--- src/lked_map.svh ---
`ifndef LKED_MAP_SVH
`define LKED_MAP_SVH

// ****************************************************************
// descriptor kind codes and register map
// ****************************************************************
`define LKED_TAG_SCHED      8'ha1
`define LKED_TAG_ECHO       8'ha2
`define LKED_ADDR_CTRL      8'h00
`define LKED_ADDR_SFC       8'h04
`define LKED_ADDR_ACTIVE    8'h08
`define LKED_ADDR_ECHO      8'h0c
`define LKED_ADDR_START     8'h10
`define LKED_ADDR_INTERVAL  8'h14
`define LKED_ADDR_STATUS    8'h18
`define LKED_ADDR_TAGS      8'h1c
`define LKED_CTRL_ENABLE    0
`define LKED_CTRL_RESTART   1
`define LKED_RST_CTRL       8'h01
`define LKED_MAX_ENTRIES    256
`define LKED_FIFO_DEPTH     32

`endif

--- src/lked_pkg.sv ---
package lked_pkg;
    typedef enum logic [2:0] {
        LKED_KIND, LKED_LEN, LKED_BODY, LKED_SKIP
    } lked_state_t;
    typedef logic [15:0] lked_word_t;
endpackage

--- src/lked_fifo_if.sv ---
`timescale 1ns/1ps
// ****************************************************************
// byte stream carrier between fifo and parser
// ****************************************************************
interface lked_fifo_if;
    logic       valid;
    logic       ready;
    logic [7:0] data;
    modport src (output valid, output data, input ready);
    modport dst (input valid, input data, output ready);
endinterface

--- src/lked_fifo.sv ---
`timescale 1ns/1ps
module lked_fifo #(
    parameter int WIDTH = 8,
    parameter int DEPTH = 32
) (
    input  wire logic             clk_in,
    input  wire logic             rstn_in,
    input  wire logic             in_valid_in,
    output logic                  in_ready_out,
    input  wire logic [WIDTH-1:0] in_data_in,
    lked_fifo_if.src              out_if
);
    localparam int AW = $clog2(DEPTH);
    logic [WIDTH-1:0] mem [DEPTH];
    logic [AW-1:0]    wr_q, wr_d, rd_q, rd_d;
    logic [AW:0]      cnt_q, cnt_d;
    logic             push, pop;

    // pointer arithmetic; count kept separately for honest full/empty
    always_comb begin
        push   = in_valid_in && (cnt_q != (AW+1)'(DEPTH));
        pop    = out_if.ready && (cnt_q != '0);
        wr_d   = push ? wr_q + 1'b1 : wr_q;
        rd_d   = pop ? rd_q + 1'b1 : rd_q;
        cnt_d  = cnt_q + {{AW{1'b0}}, push} - {{AW{1'b0}}, pop};
    end

    always_ff @(posedge clk_in or negedge rstn_in) begin
        if (!rstn_in) begin
            wr_q  <= '0;
            rd_q  <= '0;
            cnt_q <= '0;
        end else begin
            wr_q  <= wr_d;
            rd_q  <= rd_d;
            cnt_q <= cnt_d;
        end
    end

    // storage has no reset; only the pointers matter
    always_ff @(posedge clk_in) begin
        if (push) begin
            mem[wr_q] <= in_data_in;
        end
    end

    assign in_ready_out = (cnt_q != (AW+1)'(DEPTH));
    assign out_if.valid = (cnt_q != '0);
    assign out_if.data  = mem[rd_q];
endmodule

--- src/lked_top.sv ---
`timescale 1ns/1ps
// Behaviour
// - the 8-bit kind code selects the schedule or echo decoder.
// - the 8-bit byte count after the kind marks where it ends.
// - a 16-bit start count gives when the first entry is active.
// - a 16-bit interval separates activation of later entries.
// - the 8-bit entry count is entries minus one, zero means one.
// - entries are in time order, position k maps to time k.
// - each entry is a 16-bit unsigned value, msb first.
// - reserved bits before a field are dropped from its value.
// - the 16-bit echo word is captured and returned unchanged.
// - superframe counts compare modulo 65536.
`include "lked_map.svh"
module lked_top (
    input  wire logic        CLK_SYS_IN,
    input  wire logic        RSTN_IN,
    input  wire logic        BYTE_VALID_IN,
    input  wire logic [7:0]  BYTE_DATA_IN,
    input  wire logic        MSG_START_IN,
    output logic             BYTE_READY_OUT,
    input  wire logic        SF_TICK_IN,
    input  wire logic [15:0] SF_COUNT_IN,
    output lked_pkg::lked_word_t ACTIVE_CODE_OUT,
    output logic             ACTIVE_VALID_OUT,
    output lked_pkg::lked_word_t ECHO_WORD_OUT,
    output logic             ECHO_VALID_OUT,
    input  wire logic        HSEL,
    input  wire logic [31:0] HADDR,
    input  wire logic [1:0]  HTRANS,
    input  wire logic        HWRITE,
    input  wire logic [2:0]  HSIZE,
    input  wire logic [31:0] HWDATA,
    input  wire logic        HREADY,
    output logic [31:0]      HRDATA,
    output logic             HREADYOUT,
    output logic             HRESP
);
    import lked_pkg::*;

    // ****************************************************************
    // input fifo
    // ****************************************************************
    lked_fifo_if fifo_bus ();
    logic fifo_ready;

    lked_fifo #(.WIDTH(8), .DEPTH(`LKED_FIFO_DEPTH)) u_fifo (
        .clk_in      (CLK_SYS_IN),
        .rstn_in     (RSTN_IN),
        .in_valid_in (BYTE_VALID_IN),
        .in_ready_out(fifo_ready),
        .in_data_in  (BYTE_DATA_IN),
        .out_if      (fifo_bus)
    );

    // ****************************************************************
    // parser state
    // ****************************************************************
    lked_word_t       sched_mem [`LKED_MAX_ENTRIES];
    lked_state_t      st_q, st_d;
    logic [7:0]       kind_q, kind_d, left_q, left_d, pos_q, pos_d;
    logic [7:0]       hi_q, hi_d, cnt_q, cnt_d;
    lked_word_t       start_q, start_d, intv_q, intv_d;
    lked_word_t       echo_q, echo_d;
    logic             echo_v_q, echo_v_d;
    logic             sched_v_q, sched_v_d;
    logic [8:0]       nent_q, nent_d;
    logic             wr_en;
    logic [7:0]       wr_idx;
    lked_word_t       wr_val;
    logic [7:0]       ctrl_q, ctrl_d;
    logic             take;
    logic [7:0]       b;

    // pull a byte whenever one waits; the parser never stalls itself
    assign take = fifo_bus.valid;
    assign fifo_bus.ready = 1'b1;
    assign b = fifo_bus.data;

    // byte-serial decode; msb byte arrives first in every 16-bit field
    always_comb begin
        st_d      = st_q;
        kind_d    = kind_q;
        left_d    = left_q;
        pos_d     = pos_q;
        hi_d      = hi_q;
        cnt_d     = cnt_q;
        start_d   = start_q;
        intv_d    = intv_q;
        echo_d    = echo_q;
        echo_v_d  = echo_v_q;
        sched_v_d = sched_v_q;
        nent_d    = nent_q;
        wr_en     = 1'b0;
        wr_idx    = '0;
        wr_val    = '0;
        if (MSG_START_IN) begin
            st_d = LKED_KIND;
        end else if (take) begin
            unique case (st_q)
                LKED_KIND: begin
                    kind_d = b;
                    st_d   = LKED_LEN;
                end
                LKED_LEN: begin
                    left_d = b;
                    pos_d  = '0;
                    if (b == 8'h00) begin
                        st_d = LKED_KIND;
                    end else if (kind_q == `LKED_TAG_SCHED ||
                                 kind_q == `LKED_TAG_ECHO) begin
                        st_d = LKED_BODY;
                    end else begin
                        st_d = LKED_SKIP;
                    end
                end
                LKED_BODY: begin
                    left_d = left_q - 8'h01;
                    pos_d  = pos_q + 8'h01;
                    // msb byte sits at even offsets up to the count byte,
                    // then at odd offsets once the list opens at byte 5;
                    // no reserved bits precede these fields
                    if ((pos_q[0] == 1'b0 && pos_q < 8'h04) ||
                        (pos_q[0] == 1'b1 && pos_q > 8'h04)) begin
                        hi_d = b;
                    end
                    if (kind_q == `LKED_TAG_ECHO) begin
                        if (pos_q == 8'h01) begin
                            echo_d   = {hi_q, b};
                            echo_v_d = 1'b1;
                        end
                    end else begin
                        unique case (pos_q)
                            8'h01: start_d = {hi_q, b};
                            8'h03: intv_d  = {hi_q, b};
                            8'h04: begin
                                cnt_d     = b;
                                nent_d    = {1'b0, b} + 9'd1;
                                sched_v_d = 1'b0;
                            end
                            default: begin
                                // entries start at byte 5, two bytes each
                                if (pos_q >= 8'h06 && pos_q[0] == 1'b0) begin
                                    wr_en  = 1'b1;
                                    wr_idx = 8'((pos_q - 8'h06) >> 1);
                                    wr_val = {hi_q, b};
                                    if (wr_idx == cnt_q) begin
                                        sched_v_d = 1'b1;
                                    end
                                end
                            end
                        endcase
                    end
                    if (left_q == 8'h01) begin
                        st_d = LKED_KIND;
                    end
                end
                LKED_SKIP: begin
                    left_d = left_q - 8'h01;
                    if (left_q == 8'h01) begin
                        st_d = LKED_KIND;
                    end
                end
                default: st_d = LKED_KIND;
            endcase
        end
    end

    always_ff @(posedge CLK_SYS_IN or negedge RSTN_IN) begin
        if (!RSTN_IN) begin
            st_q      <= LKED_KIND;
            kind_q    <= '0;
            left_q    <= '0;
            pos_q     <= '0;
            hi_q      <= '0;
            cnt_q     <= '0;
            start_q   <= '0;
            intv_q    <= '0;
            echo_q    <= '0;
            echo_v_q  <= 1'b0;
            sched_v_q <= 1'b0;
            nent_q    <= '0;
        end else begin
            st_q      <= st_d;
            kind_q    <= kind_d;
            left_q    <= left_d;
            pos_q     <= pos_d;
            hi_q      <= hi_d;
            cnt_q     <= cnt_d;
            start_q   <= start_d;
            intv_q    <= intv_d;
            echo_q    <= echo_d;
            echo_v_q  <= echo_v_d;
            sched_v_q <= sched_v_d;
            nent_q    <= nent_d;
        end
    end

    // schedule table has no reset; sched_v_q guards its use
    always_ff @(posedge CLK_SYS_IN) begin
        if (wr_en) begin
            sched_mem[wr_idx] <= wr_val;
        end
    end

    // ****************************************************************
    // activation tracking
    // ****************************************************************
    logic [8:0]  act_k_q, act_k_d;
    lked_word_t  due_q, due_d, code_q, code_d;
    logic        code_v_q, code_v_d;

    // 16-bit sums wrap by construction, giving modulo 65536 compares
    function automatic lked_word_t lked_add(lked_word_t a, lked_word_t c);
        return a + c;
    endfunction

    always_comb begin
        act_k_d  = act_k_q;
        due_d    = due_q;
        code_d   = code_q;
        code_v_d = code_v_q;
        if (take && st_q == LKED_BODY && kind_q == `LKED_TAG_SCHED &&
            pos_q == 8'h04) begin
            act_k_d = '0;                     // new list restarts at k=0
            due_d   = start_q;
        end else if (sched_v_q && ctrl_q[`LKED_CTRL_ENABLE] && SF_TICK_IN &&
                     act_k_q < nent_q && SF_COUNT_IN == due_q) begin
            code_d   = sched_mem[act_k_q[7:0]];
            code_v_d = 1'b1;
            act_k_d  = act_k_q + 9'd1;
            due_d    = lked_add(due_q, intv_q);
        end
    end

    always_ff @(posedge CLK_SYS_IN or negedge RSTN_IN) begin
        if (!RSTN_IN) begin
            act_k_q  <= '0;
            due_q    <= '0;
            code_q   <= '0;
            code_v_q <= 1'b0;
        end else begin
            act_k_q  <= act_k_d;
            due_q    <= due_d;
            code_q   <= code_d;
            code_v_q <= code_v_d;
        end
    end

    // ****************************************************************
    // ahb-lite slave, zero wait states, always okay
    // ****************************************************************
    logic        ap_v_q, ap_v_d, ap_w_q, ap_w_d;
    logic [7:0]  ap_a_q, ap_a_d;
    logic [31:0] rd_d, rd_q;

    function automatic logic [31:0] lked_rd(logic [7:0] a);
        unique case (a)
            `LKED_ADDR_CTRL:     return {24'h0, ctrl_q};
            `LKED_ADDR_SFC:      return {16'h0, SF_COUNT_IN};
            `LKED_ADDR_ACTIVE:   return {15'h0, code_v_q, code_q};
            `LKED_ADDR_ECHO:     return {15'h0, echo_v_q, echo_q};
            `LKED_ADDR_START:    return {16'h0, start_q};
            `LKED_ADDR_INTERVAL: return {16'h0, intv_q};
            `LKED_ADDR_STATUS:   return {15'h0, sched_v_q, 7'h0, act_k_q};
            `LKED_ADDR_TAGS:     return {16'h0, `LKED_TAG_ECHO,
                                         `LKED_TAG_SCHED};
            default:             return 32'h0;
        endcase
    endfunction

    always_comb begin
        ap_v_d = HSEL && HREADY && HTRANS[1];
        ap_w_d = HWRITE;
        ap_a_d = HADDR[7:0];
        ctrl_d = ctrl_q;
        rd_d   = rd_q;
        if (ap_v_q && ap_w_q && ap_a_q == `LKED_ADDR_CTRL) begin
            ctrl_d = HWDATA[7:0];
        end
        if (ap_v_d && !HWRITE) begin
            rd_d = lked_rd(HADDR[7:0]);
        end
    end

    always_ff @(posedge CLK_SYS_IN or negedge RSTN_IN) begin
        if (!RSTN_IN) begin
            ap_v_q <= 1'b0;
            ap_w_q <= 1'b0;
            ap_a_q <= '0;
            ctrl_q <= `LKED_RST_CTRL;
            rd_q   <= '0;
        end else begin
            ap_v_q <= ap_v_d;
            ap_w_q <= ap_w_d;
            ap_a_q <= ap_a_d;
            ctrl_q <= ctrl_d;
            rd_q   <= rd_d;
        end
    end

    // ****************************************************************
    // registered outputs
    // ****************************************************************
    always_ff @(posedge CLK_SYS_IN or negedge RSTN_IN) begin
        if (!RSTN_IN) begin
            BYTE_READY_OUT   <= 1'b0;
            ACTIVE_CODE_OUT  <= '0;
            ACTIVE_VALID_OUT <= 1'b0;
            ECHO_WORD_OUT    <= '0;
            ECHO_VALID_OUT   <= 1'b0;
            HREADYOUT        <= 1'b1;
            HRESP            <= 1'b0;
            HRDATA           <= '0;
        end else begin
            // ready lags by one cycle; fifo refuses when full anyway
            BYTE_READY_OUT   <= fifo_ready;
            ACTIVE_CODE_OUT  <= code_d;
            ACTIVE_VALID_OUT <= code_v_d;
            ECHO_WORD_OUT    <= echo_d;
            ECHO_VALID_OUT   <= echo_v_d;
            HREADYOUT        <= 1'b1;
            HRESP            <= 1'b0;
            HRDATA           <= rd_d;
        end
    end
endmodule

--- config.mk ---
export PLATFORM = sky130hd
export DESIGN_NAME = lked_top
export DESIGN_NICKNAME = d
export VERILOG_FILES = /design/src/lked_pkg.sv /design/src/lked_fifo_if.sv /design/src/lked_fifo.sv /design/src/lked_top.sv
export VERILOG_INCLUDE_DIRS = /design/src
export SDC_FILE = /design/constraint.sdc
export NUM_CORES = 2
export LEC_CHECK = 0
export ABC_CLOCK_PERIOD_IN_PS = 12700
export BUFFER_PORTS_ARGS = -buffer_cell sky130_fd_sc_hd__buf_4
export CORE_MARGIN = 4
export CORE_UTILIZATION = 55
export CTS_CLUSTER_DIAMETER = 100
export DETAILED_ROUTE_END_ITERATION = 7
export PLACE_DENSITY = 0.71
export SETUP_SLACK_MARGIN = 0.02
export SLEW_MARGIN = 20
export SYNTH_ARGS = -nofsm -noshare
export SYNTH_HDL_FRONTEND = slang
export SYNTH_HIERARCHICAL = 1
export SYNTH_MEMORY_MAX_BITS = 65536
export SYNTH_SLANG_ARGS = --single-unit
export TNS_END_PERCENT = 1
--- constraint.sdc ---
create_clock -name CLK_SYS_IN -period 12.7 [get_ports CLK_SYS_IN]
set_input_delay 1.27 -clock CLK_SYS_IN [delete_from_list [all_inputs] [get_ports CLK_SYS_IN]]
set_output_delay 1.27 -clock CLK_SYS_IN [all_outputs]
set_load 0.1 [all_outputs]
; Word level (Yosys, flattened, before mapping)
; Memories as Yosys holds them, arrays and structs flattened. A register that Yosys moved wholly into a read port is not among the register bits.
; Index checks and enable logic that the tools add are counted.
[op_classes]
n_addsub = 10
n_lt_le_gt_ge = 4
eq_ne = 20
muxes = 38
bitwise_logic = 5
n_reduce_logical = 45
[ops]
columns = op, count
row1 = 17-bit one-hot mux with 8 select lines, 1
row2 = 16-bit 2-to-1 mux, 8
row3 = 7-bit 2-to-1 mux, 6
row4 = "8-bit by 5-bit equality test with 1-bit output, second input constant", 4
row5 = 8-bit one-hot mux with 2 select lines, 2
row6 = 8-bit zero test, 3
row7 = 5-bit AND reduction, 4
row8 = 9-bit 2-to-1 mux, 2
row9 = 16-bit adder, 1
row10 = 16-bit equality test, 1
row11 = "8-bit by 1-bit equality test with 1-bit output, second input constant", 2
row12 = "8-bit by 3-bit equality test with 1-bit output, second input constant", 2
row13 = "8-bit by 4-bit equality test with 1-bit output, second input constant", 2
row14 = "8-bit equality test, second input constant", 2
row15 = 1-bit logical AND, 16
row16 = 1-bit 2-to-1 mux, 13
row17 = 2-bit nonzero test, 6
row18 = "5-bit by 1-bit adder with 5-bit output, second input constant", 2
row19 = "8-bit by 1-bit adder with 9-bit output, second input constant", 1
row20 = "9-bit by 1-bit adder with 9-bit output, second input constant", 1
row21 = 9-bit less-than comparator, 1
row22 = 3-bit 2-to-1 mux, 3
row23 = 3-bit one-hot mux with 3 select lines, 1
row24 = 3-bit AND reduction, 3
row25 = 26 further kinds, 35
[word_totals]
regBits = 195
ram_bits = 4352
inputBits = 101
wordCells = 148
mem_count = 2
[memory_table]
columns = memory, words, word_bits, read_ports, rd_clocked_by_memory_dff, write_ports, line
row1 = sched_mem, 256, 16, 1, 1, 1, lked_top.sv:58  ; lked_word_t sched_mem [`LKED_MAX_ENTRIES];
row2 = u_fifo.mem, 32, 8, 1, 0, 1, lked_fifo.sv:14  ; logic [WIDTH-1:0] mem [DEPTH];

; Longest topological paths before layout
[logic_depth]
ltp_word = 10
mapped_depth = 15
mapped_depth_nobuf = 14

; Cells and area by module
; The synthesis kept the hierarchy.
[by_module_without_submodules]
columns = mod, instances, cells_each, area_per_inst_um2, seq_area_each_um2
row1 = lked_top, 1, 4673, 88942.8, 65979.5
row2 = lked_fifo, 1, 554, 10846.7, 8087.8

; Worst setup path before layout
; Ideal clock, no wire load.
[synth_path]
path_type = input-to-reg
startpoint = in MSG_START_IN
endpoint = mem sched_mem[0][10] (netlist bit), data pin
t_arrival_ns = 4.344
setup_slack_ns = 7.821
path_stages = 9
path_buffers = 3
path_cell_list = nor2b_1 clkbuf_1 nand2_1 a21oi_1 and3_1 nor2b_1 buf_2 clkbuf_1 and2_1
[synth_between]
elab_chain_len = 1
[synth_rtl]
columns = item, line
row1 = start: declaration, lked_top.sv:19  ; input wire logic MSG_START_IN,
row2 = 16-bit 2-to-1 mux, lked_top.sv:96  ; if (MSG_START_IN) begin
row3 = net wr_val[10], lked_top.sv:69  ; lked_word_t wr_val;
row4 = end: declaration, lked_top.sv:58
; The timed path passes the listed nets, and every way through them passes these cells.

; Worst setup path after layout
[layout_path]
startpoint = reg act_k_q[0]
endpoint = reg ACTIVE_CODE_OUT[15]
[layout_between]
elab_chain_len = 4
[layout_rtl]
columns = item, line
row1 = start: declaration, lked_top.sv:208  ; logic [8:0] act_k_q, act_k_d;
row2 = start signal: assignment, lked_top.sv:242  ; act_k_q <= act_k_d;
row3 = 9-bit less-than comparator, lked_top.sv:227  ; act_k_q < nent_q && SF_COUNT_IN == due_q) begin
row4 = 1-bit logical AND (2 in a row), lked_top.sv:226  ; end else if (sched_v_q && ctrl_q[`LKED_CTRL_ENABLE] && SF_TICK_IN &&
row5 = 2-bit AND reduction (no source line), n/a
row6 = end signal: assignment, lked_top.sv:317  ; ACTIVE_CODE_OUT <= code_d;
row7 = end: declaration, lked_top.sv:23  ; output lked_pkg::lked_word_t ACTIVE_CODE_OUT,
; Several ways; a longest one is shown, not always the timed one.
; A chain may end at the register's enable or synchronous reset.

==> flow_metrics.tcl <==
set metrics [dict create \
    status "completed" \
    critPathMaxStageDelay_ns 0.88 \
    final_util_pct 61.5 \
    worst_setup_path_start_kind "register" \
    cpMostUsedCell "buf_4" \
    wl_um 245000 \
    power.switching_uw 3860 \
    die_y_um 434 \
    worstPathArrival_ns 6.23 \
    rsz0062_at_grt "false" \
    cts_hold_buf 0 \
    relSlewSlack_pct 20.8 \
    synth_cells 5227 \
    final_nets 5634 \
    yosys_register_bits 2499 \
    worstSkewPairLatency_ns 0.87 \
    synth_edf_count 2304 \
    worstPathCellList "buf_12, buf_4, buf_4, mux4_2, mux2i_1, o22ai_1, a211oi_1, o21ai_0, nand3_1, o21ai_1" \
    grt_max_degree 113 \
    grt_antenna_before_repair 7 \
    slowest_stage "a211oi_1" \
    min-delay-path-class "input port to asynchronous set/reset pin" \
    antenna_left 0 \
    die_w_um 434 \
    max_freq_mhz 181 \
    seq_power_share_pct 53.2 \
    end_kind "register" \
    routed_via_density 6.45 \
    skew_ns 0.0573 \
    die_area_mm2 0.188 \
    cts_tree "built" \
    synth_top_area_cell "edfxtp_1" \
    ys.flop_type "edfxtp_1" \
    place_hpwl_um 147000 \
    port_buffers 100 \
    critical_path_peak_fanout 85 \
    drt_iter0_markers 6662 \
    grt_overflow 0 \
    coreArea_mm2 0.181 \
    critPathKind "register to register" \
    grt_use_total_pct 26.1 \
    worst-path-buf-inv 3 \
    finalSetupTns_ns 0 \
    cts_resized 0 \
    layout-drive-gt1-share_pct 22.2 \
    switching_share_pct 22.4 \
    drv_cap 0 \
    grt_pass1_wl_um 357000 \
    finalHoldViolations 0 \
    dp_slack_ns 7.13 \
    post-route-period-util_pct 43.4 \
    synth.distinct_cells 85 \
    cts_buffer_depth 3 \
    clk_transition_reported_paths_ns 0.06 \
    yosysWarnings 6 \
    synth_top_area_share_pct 69.3 \
    worst_pin_slew_ns 1.18 \
    vias 52000 \
    yosys.cell_count.top_type "edfxtp_1" \
    ios 170 \
    grt_pass1_vias 51300 \
    required_ns 13.42 \
    wl_per_cell_um 30.4 \
    pwr_density_cell_mw_per_mm2 155 \
    p_int_uw 13300 \
    power_frac_comb_pct 6.9 \
    dp_cells 7610 \
    route.detailed.drc 0 \
    leakage_uw 0.0318 \
    post_cts_buffers 0 \
    rows 156 \
    slew_viol_final 0 \
    stdcell_count 8063 \
    pwr-share-clk_pct 39.8 \
    gp_congestion 0.939 \
    final.min_clock_period_ns 5.51 \
    cp_top_family "buffers and inverters" \
    wl_met2_um 117000 \
    postSynthAreaPerCell_um2 19.1 \
    setup_viol 0 \
    h-tree-depth 4 \
    synthTopCellsByArea "edfxtp_1, mux4_2, dfrtp_1" \
    setup_ws_ns 7.19 \
    ys_seq_area_share_pct 74.2 \
    cts_buffers 238 \
    synth.top_cells.by_count "edfxtp_1, mux4_2, mux2i_1" \
    wl_met1_um 95400 \
    dr_wl_met3_um 22700 \
    top_layer "met5" \
    start_util_pct 55.3 \
    synthesis.area_mm2 0.0998 \
    cts_root_buffer "clkbuf_16" \
    vdd_drop_max_v 0.000143 \
    first_pass_iters 8 \
    fillers 12400 \
    cts_sinks 2499 \
    synth-async-reset-ratio_pct 7.80 \
    area.growth.synth_to_final_pct 11.3 \
]
-- final cells by class --
type                            count  area [um2]  share of cell area (%)
Timing Repair Buffer              303        2370                    2.13
Inverter                           50         193                   0.173
Tap cell                         2370        2970                    2.67
Clock inverter                    150        1200                    1.08
Multi-Input combinational cell   2389       23900                    21.5
Antenna cell                        1        2.50                 0.00225
Sequential cell                  2499       74100                    66.7
Clock buffer                      301        6370                    5.73
-- worst register-to-register path, stage by stage, from the launching register on --
cell	delay [ns]
dfrtp_4	0.71
buf_12	0.60
buf_4	0.80
buf_4	0.72
mux4_2	0.64
mux2i_1	0.25
o22ai_1	0.23
a211oi_1	0.88
o21ai_0	0.21
nand3_1	0.22
o21ai_1	0.10
-- power groups by stage --
| stage | combinational [uW] | sequential (uW) | clock [uW] |
|---|---|---|---|
| 2_1_floorplan | 884 | 9240 | 0 |
| 3_3_place_gp | 1170 | 9320 | 0 |
| 3_5_place_dp | 1190 | 9330 | 0 |
| 4_1_cts | 1190 | 9150 | 6940 |
| 5_1_grt | 1290 | 9170 | 7300 |
| 6_report | 1190 | 9150 | 6850 |
-- cells by family after synthesis --
kind of cell,count (synthesis),synth area share [%]
buffers and inverters,355,2.06
flip-flops,2499,74.2
other,2,0.00753
adder cells (fa/ha/maj),52,0.667
AND/OR/NAND/NOR,676,3.12
XOR/XNOR,65,0.571
AO/OA/AOI/OAI,671,4.61
multiplexers,907,14.7
-- state kept, by name (all words and copies together) (netlist names), 5 cells and up --
name	flops
ACTIVE_CODE_OUT	16
ECHO_WORD_OUT	16
HRDATA	17
act_k_q	9
ap_a_q	8
cnt_q	8
ctrl_q	8
due_q	16
hi_q	8
intv_q	16
kind_q	8
left_q	8
nent_q	9
pos_q	8
sched_mem	2048
start_q	16
u_fifo/cnt_q	6
u_fifo/mem	256
u_fifo/rd_q	5
u_fifo/wr_q	5
-- metal layers --
| metal | vias up | GRT usage (%) |
|---|---|---|
| met5 | - | 0 |
| met3 | 503 | 5.77 |
| li1 | 21800 | - |
| met2 | 2572 | 40.8 |
| met4 | 6 | 9.94 |
| met1 | 27100 | 36.5 |
-- through the flow --
stage | power [uW] | area, um2 | hold slack, ns
final | 17200 | 111000 | 0.436
after CTS | 17300 | 111000 | 0.419
after global routing | 17800 | 111000 | 0.449
after floorplan | 10100 | 99800 | 0.442
after detailed placement | 10500 | 103000 | 0.473
after global placement | 10500 | 103000 | 0.455
-- placed cells by master (no fill, tap or decap), types with 13 or more instances in the layout --
master and n:
o221ai_1 88, xor2_1 28, nand2b_1 13, o22ai_1 78, nand2_1 160, clkbuf_16 243
ha_1 50, nand3_1 55, mux2i_1 353, a221o_1 30, buf_4 294, mux4_2 428
xnor2_1 37, edfxtp_1 2304, nand4_1 14, mux2_2 109, a22o_1 22, bufinv_16 15
a22oi_1 49, clkinv_1 58, nor3_1 28, o21ai_0 84, clkbuf_1 51, clkinv_2 59
nor2b_1 15, dfrtp_1 186, a211oi_1 49, a221oi_1 20, a21oi_1 149, and2_4 17
inv_1 47, nor2_1 263, a31oi_1 18, conb_1 18, o21ai_1 13, nor2_2 17
-- worst paths after layout --
check,slack [ns],start,cells after the start,endpoint
setup / recovery,7.19,act_k_q[0],10,ACTIVE_CODE_OUT[15]
max in group asynchronous,10.96,RSTN_IN,2,ap_a_q[4]
min in group CLK_SYS_IN,0.48,HRDATA[10],1,HRDATA[10]
hold / removal,0.44,RSTN_IN,1,ECHO_WORD_OUT[3]
setup reg to reg,7.19,act_k_q[0],10,ACTIVE_CODE_OUT[15]
hold reg to reg,0.48,HRDATA[10],1,HRDATA[10]
No activity file was read; power rests on OpenSTA's default activity.
